**src/adcctl_consts.vh**
```
// constants for the converter channel, clock and trigger control block
`ifndef ADCCTL_CONSTS_VH
`define ADCCTL_CONSTS_VH
`define ADC_OFF_SC1 8'h00
`define ADC_OFF_SC2 8'h04
`define ADC_OFF_RES 8'h08
`define ADC_OFF_CMP 8'h0C
`define ADC_OFF_CFG 8'h10
`define ADC_OFF_PINA 8'h14
`define ADC_OFF_PINB 8'h18
`define ADC_OFF_PMC 8'h1C
`define ADC_OFF_RTI 8'h20
`define ADC_SC1_RST 8'h1F
`define ADC_CH_PIN_LAST 5'h0F
`define ADC_CH_UNIMP_LAST 5'h15
`define ADC_CH_TEMP 5'h1A
`define ADC_CH_BGAP 5'h1B
`define ADC_CH_RSV 5'h1C
`define ADC_CH_HIGH_REF_INPUT 5'h1D
`define ADC_CH_LOW_REF_INPUT 5'h1E
`define ADC_CH_OFF 5'h1F
`define ADC_CLK_BUS 2'h0
`define ADC_CLK_BUS2 2'h1
`define ADC_CLK_ALT 2'h2
`define ADC_CLK_ASYNC 2'h3
`define ADC_LONG_SAMPLE 5'h14
`define ADC_SHORT_SAMPLE 5'h04
`define ADC_CONV_CYC 5'h0A
`define ADC_KHZ_DIV 16'h4E1F
`endif

```
**src/adcctl_top.v**
```verilog
// converter channel routing, clock select, trigger and sequencing control
// Overview of operation
// - codes 0-15 route gated pin channels
// - codes 16-21 tie to low reference
// - reserved codes give undefined result
// - temp sensor 26, bandgap 27 needs buffer
// - all-ones select turns converter off
// - control write aborts, restarts conversion in software trigger mode
// - conversion clock from four sources
// - alternate clock divided by divide field
// - alternate clock unusable in stop three
// - hardware trigger on periodic counter overflow
// - trigger on first, then every second overflow
// - periodic counter from reference or 1 kHz
// - exactly two analog pin enable registers
// - right-justified 10 or 8 bit result
// - single and continuous, idle after single
// - compare less-than or greater-or-equal
// - complete flag with interrupt request
// - sample time and speed configurable
`timescale 1ns/1ps
`include "adcctl_consts.vh"
module adcctl_top (
	// system
	input wire clk_i,
	input wire rst_i,
	// wishbone slave
	input wire cyc_i,
	input wire stb_i,
	input wire we_i,
	input wire [7:0] adr_i,
	input wire [3:0] sel_i,
	input wire [31:0] dat_i,
	output reg [31:0] dat_o,
	output reg ack_o,
	// clocks and power state
	input wire ext_ref_clk_en_i,
	input wire local_async_tick_i,
	input wire low_power_stop_level_three_i,
	// converter core
	input wire core_bit_i,
	output reg [4:0] analog_mux_sel_o,
	output reg [15:0] pin_analog_en_o,
	output reg conv_clk_en_o,
	output reg sample_o,
	output reg converter_on_o,
	output reg conv_irq_o
);
	localparam ST_IDLE = 2'd0;
	localparam ST_SAMP = 2'd1;
	localparam ST_CONV = 2'd2;
	reg [7:0] sc1_r;
	reg [3:0] sc2_r;
	reg [9:0] cmp_r;
	reg [7:0] cfg_r;
	reg [7:0] pina_r;
	reg [7:0] pinb_r;
	reg [1:0] pmc_r;
	reg [3:0] rti_r;
	reg [9:0] res_r;
	reg [9:0] sar_r;
	reg [1:0] st_r;
	reg [4:0] cnt_r;
	reg [15:0] khz_r;
	reg [14:0] rti_cnt_r;
	reg rti_out_r;
	reg [2:0] div_r;
	reg half_r;
	reg busy_r;
	wire wr = cyc_i & stb_i & we_i & ack_o & sel_i[0];
	wire rd = cyc_i & stb_i & ~we_i & ~ack_o;
	wire coco = sc1_r[7];
	wire aien = sc1_r[6];
	wire cont = sc1_r[5];
	wire [4:0] ch = sc1_r[4:0];
	wire ch_off = (ch == `ADC_CH_OFF);
	wire hwt_en = sc2_r[3];
	wire cmp_en = sc2_r[2];
	wire cmp_ge = sc2_r[1];
	wire mode8 = cfg_r[3];
	wire lsmp = cfg_r[4];
	wire lpwr = cfg_r[7];
	wire [1:0] clksel = cfg_r[1:0];
	wire [1:0] cdiv = cfg_r[6:5];
	wire sc1_wr = wr & (adr_i == `ADC_OFF_SC1);
	wire res_rd = rd & (adr_i == `ADC_OFF_RES);
	// write strobes, taken on the acknowledge edge
	wire sc2_wr = wr & (adr_i == `ADC_OFF_SC2);
	wire cmp_wr = wr & (adr_i == `ADC_OFF_CMP);
	wire cfg_wr = wr & (adr_i == `ADC_OFF_CFG);
	wire pina_wr = wr & (adr_i == `ADC_OFF_PINA);
	wire pinb_wr = wr & (adr_i == `ADC_OFF_PINB);
	wire pmc_wr = wr & (adr_i == `ADC_OFF_PMC);
	wire rti_wr = wr & (adr_i == `ADC_OFF_RTI);
	// channel and mode as they stand after this write
	wire [4:0] ch_new = sc1_wr ? dat_i[4:0] : ch;
	wire off_new = (ch_new == `ADC_CH_OFF);
	wire cont_new = sc1_wr ? dat_i[5] : cont;
	// source clock tick
	wire alt_ok = ext_ref_clk_en_i & ~low_power_stop_level_three_i;
	reg src_tick;
	always @* begin
		case (clksel)
			`ADC_CLK_BUS: src_tick = 1'b1;
			`ADC_CLK_BUS2: src_tick = half_r;
			`ADC_CLK_ALT: src_tick = alt_ok;
			`ADC_CLK_ASYNC: src_tick = local_async_tick_i;
			default: src_tick = 1'b0;
		endcase
	end
	// divide and power trade-off
	reg [2:0] div_max;
	always @* begin
		case (cdiv)
			2'h0: div_max = 3'h0;
			2'h1: div_max = 3'h1;
			2'h2: div_max = 3'h3;
			default: div_max = 3'h7;
		endcase
	end
	wire div_hit = (div_r >= div_max);
	wire conv_tick = src_tick & div_hit & (~lpwr | half_r);
	always @(posedge clk_i) begin
		if (rst_i)
			half_r <= 1'b0;
		else
			half_r <= ~half_r;
	end
	always @(posedge clk_i) begin
		if (rst_i)
			div_r <= 3'h0;
		else if (src_tick)
			div_r <= div_hit ? 3'h0 : div_r + 3'd1;
	end
	// periodic wake-up counter on 1 kHz or reference
	wire khz_tick = (khz_r == `ADC_KHZ_DIV);
	wire rti_clk = rti_r[3] ? ext_ref_clk_en_i : khz_tick;
	wire [14:0] rti_top = 15'h7FFF >> (3'd7 - rti_r[2:0]);
	wire rti_ovf = rti_clk & (rti_cnt_r >= rti_top) & (rti_r[2:0] != 3'h0);
	wire hw_trigger_input = rti_ovf & ~rti_out_r;
	// 1 kHz prescaler
	always @(posedge clk_i) begin
		if (rst_i)
			khz_r <= 16'h0;
		else
			khz_r <= khz_tick ? 16'h0 : khz_r + 16'd1;
	end
	// periodic counter and its output level
	always @(posedge clk_i) begin
		if (rst_i) begin
			rti_cnt_r <= 15'h0;
			rti_out_r <= 1'b0;
		end else if (rti_clk) begin
			rti_cnt_r <= rti_ovf ? 15'h0 : rti_cnt_r + 15'd1;
			if (rti_ovf)
				rti_out_r <= ~rti_out_r;
		end
	end
	// start request and completion
	wire low_power_stop_level_three_ok = ~low_power_stop_level_three_i | (pmc_r == 2'b11);
	reg start;
	always @* begin
		start = 1'b0;
		if (~off_new & low_power_stop_level_three_ok) begin
			if (hwt_en)
				start = hw_trigger_input;
			else if (sc1_wr)
				start = 1'b1;
			else if (cont & ~busy_r & (st_r == ST_IDLE))
				start = 1'b1;
		end
	end
	wire done = (st_r == ST_CONV) & conv_tick & (cnt_r == 5'd1);
	wire [9:0] fin = mode8 ? {2'b00, sar_r[8:1]} : {sar_r[8:0], core_bit_i};
	wire fin_hit = cmp_ge ? (fin >= cmp_r) : (fin < cmp_r);
	wire set_coco = done & (~cmp_en | fin_hit);
	// conversion sequencer, next state
	reg [1:0] st_nxt;
	reg [4:0] cnt_nxt;
	reg [9:0] sar_nxt;
	reg busy_nxt;
	always @* begin
		st_nxt = st_r;
		cnt_nxt = cnt_r;
		sar_nxt = sar_r;
		busy_nxt = busy_r;
		if (sc1_wr & off_new) begin
			st_nxt = ST_IDLE;
			busy_nxt = 1'b0;
		end else if (start) begin
			st_nxt = ST_SAMP;
			busy_nxt = ~cont_new;
			cnt_nxt = lsmp ? `ADC_LONG_SAMPLE : `ADC_SHORT_SAMPLE;
			sar_nxt = 10'h0;
		end else begin
			case (st_r)
				ST_IDLE: begin
					if (~cont)
						busy_nxt = 1'b0;
				end
				ST_SAMP: begin
					if (conv_tick) begin
						if (cnt_r == 5'd1) begin
							st_nxt = ST_CONV;
							cnt_nxt = `ADC_CONV_CYC;
						end else
							cnt_nxt = cnt_r - 5'd1;
					end
				end
				ST_CONV: begin
					if (conv_tick) begin
						sar_nxt = {sar_r[8:0], core_bit_i};
						cnt_nxt = cnt_r - 5'd1;
						if (cnt_r == 5'd1)
							st_nxt = ST_IDLE;
					end
				end
				default: st_nxt = ST_IDLE;
			endcase
		end
	end
	// register stage
	always @(posedge clk_i) begin
		if (rst_i) begin
			st_r <= ST_IDLE;
			cnt_r <= 5'h0;
			sar_r <= 10'h0;
			res_r <= 10'h0;
			busy_r <= 1'b0;
		end else begin
			st_r <= st_nxt;
			cnt_r <= cnt_nxt;
			sar_r <= sar_nxt;
			busy_r <= busy_nxt;
			if (done)
				res_r <= fin;
		end
	end
	// registers
	always @(posedge clk_i) begin
		if (rst_i) begin
			sc1_r <= `ADC_SC1_RST;
			sc2_r <= 4'h0;
			cmp_r <= 10'h0;
			cfg_r <= 8'h0;
			pina_r <= 8'h0;
			pinb_r <= 8'h0;
			pmc_r <= 2'h0;
			rti_r <= 4'h0;
		end else begin
			if (set_coco)
				sc1_r[7] <= 1'b1;
			else if (sc1_wr | res_rd)
				sc1_r[7] <= 1'b0;
			if (sc1_wr)
				sc1_r[6:0] <= dat_i[6:0];
			if (sc2_wr)
				sc2_r <= dat_i[3:0];
			if (cmp_wr)
				cmp_r <= dat_i[9:0];
			if (cfg_wr)
				cfg_r <= dat_i[7:0];
			if (pina_wr)
				pina_r <= dat_i[7:0];
			if (pinb_wr)
				pinb_r <= dat_i[7:0];
			if (pmc_wr)
				pmc_r <= dat_i[1:0];
			if (rti_wr)
				rti_r <= dat_i[3:0];
		end
	end
	// read data select
	reg [31:0] rd_word;
	always @* begin
		case (adr_i)
			`ADC_OFF_SC1: rd_word = {24'h0, coco, sc1_r[6:0]};
			`ADC_OFF_SC2: rd_word = {24'h0, busy_r | (st_r != ST_IDLE),
				3'h0, sc2_r};
			`ADC_OFF_RES: rd_word = {22'h0, res_r};
			`ADC_OFF_CMP: rd_word = {22'h0, cmp_r};
			`ADC_OFF_CFG: rd_word = {24'h0, cfg_r};
			`ADC_OFF_PINA: rd_word = {24'h0, pina_r};
			`ADC_OFF_PINB: rd_word = {24'h0, pinb_r};
			`ADC_OFF_PMC: rd_word = {30'h0, pmc_r};
			`ADC_OFF_RTI: rd_word = {28'h0, rti_r};
			default: rd_word = 32'h0;
		endcase
	end
	// bus answer
	always @(posedge clk_i) begin
		if (rst_i) begin
			ack_o <= 1'b0;
			dat_o <= 32'h0;
		end else begin
			ack_o <= cyc_i & stb_i & ~ack_o;
			dat_o <= rd ? rd_word : 32'h0;
		end
	end
	// analog routing
	reg [4:0] mux_nxt;
	always @* begin
		if (ch <= `ADC_CH_PIN_LAST)
			mux_nxt = ch;
		else if (ch <= `ADC_CH_UNIMP_LAST)
			mux_nxt = `ADC_CH_LOW_REF_INPUT;
		else if (ch == `ADC_CH_BGAP & ~pmc_r[1])
			mux_nxt = `ADC_CH_RSV;
		else
			mux_nxt = ch;
	end
	always @(posedge clk_i) begin
		if (rst_i) begin
			analog_mux_sel_o <= `ADC_CH_OFF;
			conv_clk_en_o <= 1'b0;
			sample_o <= 1'b0;
			converter_on_o <= 1'b0;
			conv_irq_o <= 1'b0;
		end else begin
			analog_mux_sel_o <= mux_nxt;
			conv_clk_en_o <= conv_tick & (st_r != ST_IDLE);
			sample_o <= (st_r == ST_SAMP);
			converter_on_o <= ~ch_off & (st_r != ST_IDLE);
			conv_irq_o <= (coco | set_coco) & aien;
		end
	end
	// per-pin analog enables
	wire [15:0] pin_ctl = {pinb_r, pina_r};
	genvar gi;
	generate
		for (gi = 0; gi < 16; gi = gi + 1) begin : g_pin
			always @(posedge clk_i) begin
				if (rst_i)
					pin_analog_en_o[gi] <= 1'b0;
				else
					pin_analog_en_o[gi] <= pin_ctl[gi];
			end
		end
	endgenerate
endmodule // adcctl_top

```
**config.mk**
```make
export PLATFORM = sky130hd
export DESIGN_NAME = adcctl_top
export DESIGN_NICKNAME = d
export VERILOG_FILES = /design/src/adcctl_top.v
export VERILOG_INCLUDE_DIRS = /design/src /design/src/src
export SDC_FILE = /design/constraint.sdc
export NUM_CORES = 1
export LEC_CHECK = 0
export ABC_CLOCK_PERIOD_IN_PS = 3000
export BUFFER_PORTS_ARGS = -buffer_cell sky130_fd_sc_hd__clkbuf_2
export CAP_MARGIN = 20
export CORE_ASPECT_RATIO = 0.5
export CORE_UTILIZATION = 57
export DETAILED_ROUTE_END_ITERATION = 10
export PLACE_DENSITY = 0.88
export SLEW_MARGIN = 15
export SYNTH_ARGS = -nofsm -noshare
export SYNTH_HDL_FRONTEND = slang
export SYNTH_SLANG_ARGS = --single-unit
```
**constraint.sdc**
```tcl
create_clock -name clk_i -period 3 [get_ports clk_i]
set_clock_uncertainty 0.05 [all_clocks]
set_input_delay 0.45 -clock clk_i [delete_from_list [all_inputs] [get_ports clk_i]]
set_output_delay 0.45 -clock clk_i [all_outputs]
set_load 0.02 [all_outputs]
```
Word level (Yosys, flattened, before mapping)

Index checks and enable logic that the tools add are counted.

Output and inout bits: 58
Bits in registers: 173
Word-level logic and storage cells: 198

Equality and inequality tests: 31
Shift operators: 1
Bitwise logic cells: 54
Magnitude comparators: 6
Multiplexer cells: 37
Reduce and logical (&&, ||, !) cells: 21
Add/sub/neg operators: 5

Operator list:

| kind                                                                     | count |
|---|---|
| 10-bit one-hot mux with 9 select lines                                   | 1 |
| 5-bit 2-to-1 mux                                                         | 9 |
| 1-bit AND                                                                | 33 |
| 8-bit by 5-bit equality test with 1-bit output (second input constant)   | 4 |
| 9-bit 2-to-1 mux                                                         | 3 |
| 16-bit by 1-bit adder with 16-bit output (second input constant)         | 1 |
| 16-bit by 15-bit equality test with 1-bit output (second input constant) | 1 |
| 8-bit by 4-bit equality test with 1-bit output (second input constant)   | 2 |
| 15-bit by 1-bit adder with 15-bit output (second input constant)         | 1 |
| 5-bit equality test (second input constant)                              | 3 |
| 15-bit greater-or-equal comparator                                       | 1 |
| 15-bit 2-to-1 mux                                                        | 1 |
| 1-bit inverter                                                           | 15 |
| 15-bit by 3-bit >> shifter with 15-bit output (first input constant)     | 1 |
| 1-bit 2-to-1 mux                                                         | 13 |
| 2-bit equality test (second input constant)                              | 5 |
| 10-bit greater-or-equal comparator                                       | 1 |
| 10-bit less-than comparator                                              | 1 |
| 10-bit 2-to-1 mux                                                        | 1 |
| 5-bit one-hot mux with 2 select lines                                    | 1 |
| 5-bit AND reduction                                                      | 2 |
| 2-bit nonzero test                                                       | 5 |
| 3-bit inequality test (second input constant)                            | 3 |
| 3-bit one-hot mux with 3 select lines                                    | 1 |
| other kinds (26)                                                         | 46 |

Longest topological paths before layout

Gate-level depths: netlist of run 1.

Word-level depth: 12
Depth in mapped cells: 12
Depth with buffers taken out: 9

Least setup slack after synthesis of run 1

Ideal clock, no wire load.

Path kind: reg2reg
Start: reg cfg_r[5]
End: reg cnt_r[2]
Library setup time: 74 ps
Arrival time: 2586 ps
Stages on the path, launching flop included: 10
Data required time: 2876 ps
Path slack: 290 ps
Path through: dfxtp_1 > or2_2 > ha_1 > nand2b_1 > a211oi_1 > nor4_4 > or3b_2 > clkbuf_1 > or4_1 > a31oi_1

Word-level cells in the longest chain between the ends: 7

RTL lines:

| what                                              | line             | RTL |
|---|---|---|
| start, declared                                   | adcctl_top.v:55  | `reg [7:0] cfg_r;` |
| start signal, assigned                            | adcctl_top.v:262 | `cfg_r <= dat_i[7:0];` |
| 2-bit equality test, or another cell as far along | adcctl_top.v:114 | `case (cdiv)` |
| 3-bit one-hot mux with 3 select lines (*)         | adcctl_top.v:114 |  |
| 3-bit greater-or-equal comparator (*)             | adcctl_top.v:121 | `wire div_hit = (div_r >= div_max);` |
| 1-bit AND (*) (2 in a row)                        | adcctl_top.v:122 | `wire conv_tick = src_tick & div_hit & (~lpwr \| half_r);` |
| 3-bit inequality test (no source line)            | -                |  |
| 4-bit AND reduction (no source line) (*)          | -                |  |
| end signal, assigned                              | adcctl_top.v:232 | `cnt_r <= cnt_nxt;` |
| end, declared                                     | adcctl_top.v:63  | `reg [4:0] cnt_r;` |

Every way passes the cells marked *; elsewhere a longest branch is shown, timed or not.
A chain may end at the register's enable or synchronous reset.

Worst setup path in the final report of run 1

Start: reg rti_r[2]
End: reg sar_r[0]

Word-level cells in the longest chain between the ends: 10

RTL lines:

| what                                          | line             | RTL |
|---|---|---|
| start, declared                               | adcctl_top.v:59  | `reg [3:0] rti_r;` |
| start signal, assigned                        | adcctl_top.v:270 | `rti_r <= dat_i[3:0];` |
| 3-bit subtractor                              | adcctl_top.v:138 | `wire [14:0] rti_top = 15'h7FFF >> (3'd7 - rti_r[2:0]);` |
| 15-bit by 3-bit >> shifter with 15-bit output | adcctl_top.v:138 |  |
| 15-bit greater-or-equal comparator            | adcctl_top.v:139 | `wire rti_ovf = rti_clk & (rti_cnt_r >= rti_top) & (rti_r[2:0] != 3'h0);` |
| 1-bit AND                                     | adcctl_top.v:139 |  |
| 1-bit AND (*)                                 | adcctl_top.v:139 |  |
| 1-bit AND (*)                                 | adcctl_top.v:140 | `wire hw_trigger_input = rti_ovf & ~rti_out_r;` |
| 1-bit 2-to-1 mux (*)                          | adcctl_top.v:165 | `if (hwt_en)` |
| 1-bit 2-to-1 mux (*)                          | adcctl_top.v:164 | `if (~off_new & low_power_stop_level_three_ok) begin` |
| 2-bit nonzero test (no source line)           | -                |  |
| 3-bit AND reduction (no source line)          | -                |  |
| end signal, assigned                          | adcctl_top.v:233 | `sar_r <= sar_nxt;` |
| end, declared                                 | adcctl_top.v:61  | `reg [9:0] sar_r;` |

Marked as above.

==> results.yml, run 1 <==
status:
  status: "completed"
layout:
  nets: 948
  fin_area_um2: 7980
  fin_cells: 1048
  multi_input_area_um2: 3590
  fillCellCount: 909
  area_growth_pct: 14.0
  insertedDiodeCount: 0
  utilization: 0.672
  drive_above_1_share: 0.168
  regArea_um2: 3030
logic_synthesis:
  synth_edf_count: 0
  synth_area_um2: 7000
  async_flop_share: 0
  yosys.cell_types.count: 63
  yosysSeqAreaShare: 0.432
  synth_cells: 820
  avgSynthCellArea_um2: 8.53
  ys_ff_latch: 151
  ys.flop_type: "dfxtp_1"
  yosysWarnings: 0
placed_design:
  port_buffers: 63
  gp_congestion: 0.954
  placed_area_um2: 7370
  pre_cts_slack_ps: 123
  dp.cells: 1016
  hpwlAfterDp_um: 12100
hold_path:
  hold_path.class: "input pin to flop"
grt:
  grt_antenna_before_repair: 0
  grt_usage: 0.286
  grt_pass1_wl_um: 27900
  grt_pass1_vias: 5758
  gr-total-overflow: 0
  grt_max_degree: 52
job:
  maxCapViolCount: 0
worst_setup_path:
  max_stage_delay_ps: 430
  cp-endpoint: "sar_r[0]$_SDFFE_PP0P_"
  critPathBufInv: 1
  crit_path_start_kind: "flop"
  cp.depth: 10
  crit_top_cell: "a211oi_1"
  cp-end-kind: "flop"
  arrival_ps: 3100
  r2r_cells: 10
  slowest_stage: "or3_4"
  critPathLaunch: "rti_r[2]$_SDFFE_PP0P_"
  regToRegSetupSlack_ps: 200
  cpLargestDelayFamily: "compound AO/OA/AOI/OAI gates"
  cp.required_ps: 3300
  path_class: "flop to flop"
  crit_chain: "nand3_1 -> ha_1 -> a211oi_1 -> nand2_1 -> a211oi_1 -> nor4_2 -> buf_4 -> a21bo_1 -> or3_4 -> o32ai_2"
  r2r-start: "rti_r[2]$_SDFFE_PP0P_"
  r2r-end: "sar_r[0]$_SDFFE_PP0P_"
  path_max_fanout: 9
die:
  die_y_um: 80.3
  core_area_um2: 11900
  chipWidth_um: 159
  die-area_um2: 12700
  ios: 111
  num_rows: 28
  start_util: 0.589
routing:
  via_per_inst: 5.98
  vias: 6271
  wirelength_um: 17600
  ant_nets: 0
  firstDrtPassIters: 6
  wl_per_cell_um: 16.8
  drc_errors: 0
  drtIter0Drc: 631
timing:
  worst_pin_slew_ps: 625
  fmax_mhz: 357
  fin_crit_ps: 2800
  whs_ps: 209
  hold_violations: 0
  rsz0062_at_grt: "false"
  fin_setup_tns_ps: 0
  slew-limit-headroom: 0.583
  fin_crit_sh: 0.935
  finalMaxSlewViolations: 0
  finalWorstSetupSlack_ps: 195
  setup_violations: 0
clock_tree:
  postCtsSetupRepairBufs: 0
  cts.clk_slew.worst_paths_ps: 70
  h-tree-depth: 4
  cts_buffers: 17
  clock_path_buffers: 2
  clock_sinks: 151
  clockRootBuffer: "clkbuf_16"
  cts_tree: "yes"
  clock_latency_ps: 440
power:
  p_leak_nw: 3.13
  power.total_mw: 4.28
  p_per_area_nw_per_um2: 536
  ir_worst_vdd_mv: 0.388
[layer usage]
metal | vias to the layer above | wire, um | global-route usage
met3 | 69 | 1840 | 0.0907
li1 | 2949 | - | -
met2 | 348 | 8130 | 0.467
met1 | 2905 | 7030 | 0.348
met5 | - | 0 | 0
met4 | 0 | 557 | 0.125
[cells in the final DEF, fill, tap and decap left out, drive strengths merged, types with 7 or more instances in the layout]
cell type,netlist,layout
a211oi,7,7
a21oi,61,61
a222oi,7,7
a22oi,14,14
a31oi,9,9
and2,8,8
and3,13,13
buf,33,20
clkbuf,39,80
conb,1,22
dfxtp,151,151
ha,25,25
inv,26,34
mux2,9,9
mux2i,10,10
nand2,104,104
nand3,63,63
nand4,7,7
nor2,62,62
nor2b,23,23
nor3,30,30
nor4,9,9
o21ai,13,13
o22ai,7,7
xor2,21,21
[worst min-delay path, stage by stage]
cell      delay [ps]
clkbuf_2          90
nand2_1           60
a21oi_1           50
[cell families after synthesis]
logic type                 share of synthesized area
adders and majority gates                     0.0447
other                                       0.000536
xor gates and xnor gates                      0.0338
buffers and inverters                         0.0681
AOI/OAI and AO/OA                              0.135
muxes                                         0.0288
DFF                                            0.432
and+or+nand+nor                                0.257
[repair_timing]
action | CTS | global route
endpoints found under the setup margin | 0 | 25
resized for setup | 0 | 6
hold buffers | 0 | 0
[Yosys cell counts, types with 9 or more instances]
cell	n	area [um^2]
dfxtp_1	151	3020
nand2_1	104	390
nand3_1	63	315
nor2_1	62	233
a21oi_1	60	300
clkbuf_1	39	146
nor3_1	29	145
inv_1	26	97.6
ha_1	25	313
buf_4	24	180
nor2b_1	23	144
xor2_1	21	184
a22oi_1	14	105
o21ai_0	13	65.1
and3_1	12	75.1
mux2i_1	10	100
a31oi_1	9	56.3
mux2_2	9	101
[flip-flops by register name, indices dropped and copies added, names as in the netlist, 2 cells and up]
register,count
res_r,10
cfg_r,8
rti_r,4
sc1_r,8
sar_r,9
cnt_r,5
rti_cnt_r,15
st_r,2
sc2_r,4
pin_analog_en_o,16
pmc_r,2
dat_o,10
khz_r,16
cmp_r,10
pinb_r,8
pina_r,8
analog_mux_sel_o,5
div_r,3
[power breakdown]
part	internal, mW	switching, mW	leakage [nW]
Combinational	0.0294	0.101	1.63
Sequential	2.01	0.00464	1.22
Clock	1.20	0.936	0.283
[layout make-up]
type / instances / area share
Clock inverter: 14 / 0.0194
Inverter: 27 / 0.0127
Timing Repair Buffer: 82 / 0.0577
Sequential cell: 151 / 0.379
Clock buffer: 18 / 0.0551
Tap cell: 165 / 0.0259
Multi-Input combinational cell: 591 / 0.450
[worst min path at each step]
stage / from / end / cells after the start
floorplan: half_r$_SDFF_PP0_ / half_r$_SDFF_PP0_ / 1
global placement: half_r$_SDFF_PP0_ / half_r$_SDFF_PP0_ / 1
detailed placement: half_r$_SDFF_PP0_ / half_r$_SDFF_PP0_ / 1
CTS: dat_i[8] / cmp_r[8]$_SDFFE_PP0P_ / 3
global route: dat_i[8] / cmp_r[8]$_SDFFE_PP0P_ / 3
finish: dat_i[8] / cmp_r[8]$_SDFFE_PP0P_ / 3
Note: power is estimated with default switching activity, not from simulation.
==> inputs of run 2 (changes only) <==
--- a/config.mk
+++ b/config.mk
@@ -12,7 +12,8 @@
 export CORE_ASPECT_RATIO = 0.5
 export CORE_UTILIZATION = 57
 export DETAILED_ROUTE_END_ITERATION = 10
-export PLACE_DENSITY = 0.88
+export PLACE_DENSITY_LB_ADDON = 0.1
+export SKIP_CTS_REPAIR_TIMING = 1
 export SLEW_MARGIN = 15
 export SYNTH_ARGS = -nofsm -noshare
 export SYNTH_HDL_FRONTEND = slang
==> results.yml, run 2 (synthesis gave the netlist of run 1 again) <==
layout:
  nets: 950
  mostFrequentLayoutCells: "150 x dfxtp_1, 104 x nand2_1, 63 x nand3_1, 62 x nor2_1, 62 x clkbuf_2"
  area_growth_pct: 14.2
  layout_commonest_cell: "dfxtp_1"
  insertedDiodeCount: 0
  drive_above_1_share: 0.164
  fillCellCount: 970
  reg.largest.list: "khz_r x16, pin_analog_en_o x16, rti_cnt_r x15"
worst_setup_path:
  crit_top_cell: "a211oi_1"
  cp.required_ps: 3290
  cp-endpoint: "sar_r[0]$_SDFFE_PP0P_"
  max_stage_delay_ps: 580
  path_max_fanout: 9
  regToRegSetupSlack_ps: 230
  crit_chain: "nand3_1 -> ha_1 -> a211oi_1 -> nand2_1 -> a211oi_1 -> nor4_2 -> a21bo_1 -> or3_1 -> o32ai_2"
  slowest_stage: "dfxtp_1"
  cpLargestDelayFamily: "compound AO/OA/AOI/OAI gates"
  r2r-start: "rti_r[1]$_SDFFE_PP0P_"
  r2r_cells: 9
  arrival_ps: 3060
  path_class: "flop to flop"
  r2r-end: "sar_r[0]$_SDFFE_PP0P_"
  crit_path_start_kind: "flop"
  critPathLaunch: "rti_r[1]$_SDFFE_PP0P_"
  cp-end-kind: "flop"
  cp.depth: 9
  critPathBufInv: 0
routing:
  firstDrtPassIters: 7
  wirelength_um: 17400
  wl_per_cell_um: 16.6
  drtIter0Drc: 531
  ant_nets: 0
  drc_errors: 0
  via_per_inst: 5.76
  vias: 6048
timing:
  finalMaxSlewViolations: 0
  fin_setup_tns_ps: 0
  fin_crit_ps: 2770
  fin_crit_sh: 0.923
  worst_pin_slew_ps: 636
  slew-limit-headroom: 0.575
  setup_violations: 0
  hold_violations: 0
  fmax_mhz: 361
  rsz0062_at_grt: "false"
grt:
  gr-total-overflow: 0
  grt_antenna_before_repair: 0
  grt_pass1_vias: 5457
  grt_max_degree: 62
  grt_pass1_wl_um: 27600
  grt_usage: 0.288
power:
  p_leak_nw: 3.14
  seq_power_share: 0.467
  internal-power_mw: 3.31
  power.total_mw: 4.31
  switchingPower_mw: 1.01
  p_clk_frac: 0.503
  p_per_area_nw_per_um2: 540
  switching_share: 0.233
  ir_worst_vdd_mv: 0.331
  pwr-share-comb: 0.031
clock_tree:
  cts.clk_slew.worst_paths_ps: 70
  cts_buffers: 17
  clock_path_buffers: 2
  cts_tree: "yes"
  clock_latency_ps: 430
  clock_sinks: 151
  h-tree-depth: 4
  clockRootBuffer: "clkbuf_16"
placed_design:
  port_buffers: 63
  hpwlAfterDp_um: 12400
  gp_congestion: 0.956
hold_path:
  hold_path.class: "input pin to flop"
  hold_depth: 3
die:
  core_area_um2: 11900
  die-area_um2: 12700
  start_util: 0.589
  chipWidth_um: 159
  die_y_um: 80.3
  ios: 111
  num_rows: 28
status:
  status: "completed"
job:
  maxCapViolCount: 0
-- run 2: worst min-delay path by stage --
stage                      start                     to
3_3_place_gp   half_r$_SDFF_PP0_      half_r$_SDFF_PP0_
3_5_place_dp   half_r$_SDFF_PP0_      half_r$_SDFF_PP0_
4_1_cts                 dat_i[9]  cmp_r[9]$_SDFFE_PP0P_
5_1_grt                 dat_i[8]  cmp_r[8]$_SDFFE_PP0P_
2_1_floorplan  half_r$_SDFF_PP0_      half_r$_SDFF_PP0_
6_report                dat_i[9]  cmp_r[9]$_SDFFE_PP0P_
-- run 2: power by group through the flow --
stage / clock (mW) / combinational (mW) / sequential (mW)
2_1_floorplan: 0 / 0.101 / 2.06
3_3_place_gp: 0 / 0.129 / 2.06
3_5_place_dp: 0 / 0.129 / 2.06
4_1_cts: 2.18 / 0.130 / 2.01
5_1_grt: 2.29 / 0.142 / 2.01
6_report: 2.17 / 0.132 / 2.01
-- run 2: cell type report --
cell class	instances	area, um^2	area share
multi-input combinational	591	3580	0.448
sequential	151	3020	0.379
timing repair buffer	84	475	0.0595
clock buffer	18	439	0.0550
tap	165	206	0.0258
clock inverter	14	165	0.0207
inverter	27	101	0.0127
-- run 2: layer usage --
layer  global-route usage  up-vias  routed length, um
met5                    0        -                  0
met4               0.0923        0                253
met3               0.0804       29               1610
met2                0.441      268               7350
met1                0.390     2800               8200
li1                     -     2951                  -
-- run 2: tightest hold or removal path: stages --
cell,delay (ps)
clkbuf_2,80
nand2_1,50
a21oi_1,50
-- run 2: metrics by stage --
stage	hold slack (ps)	instances	worst slack, ps	util	cell area, um^2
final	196	1050	231	0.673	7990
after global routing	219	1050	52.3	0.673	7990
after CTS	185	1050	205	0.672	7990
after detailed placement	390	1018	124	0.622	7380
after global placement	382	1018	171	0.622	7380
after floorplan	355	841	290	-	7080
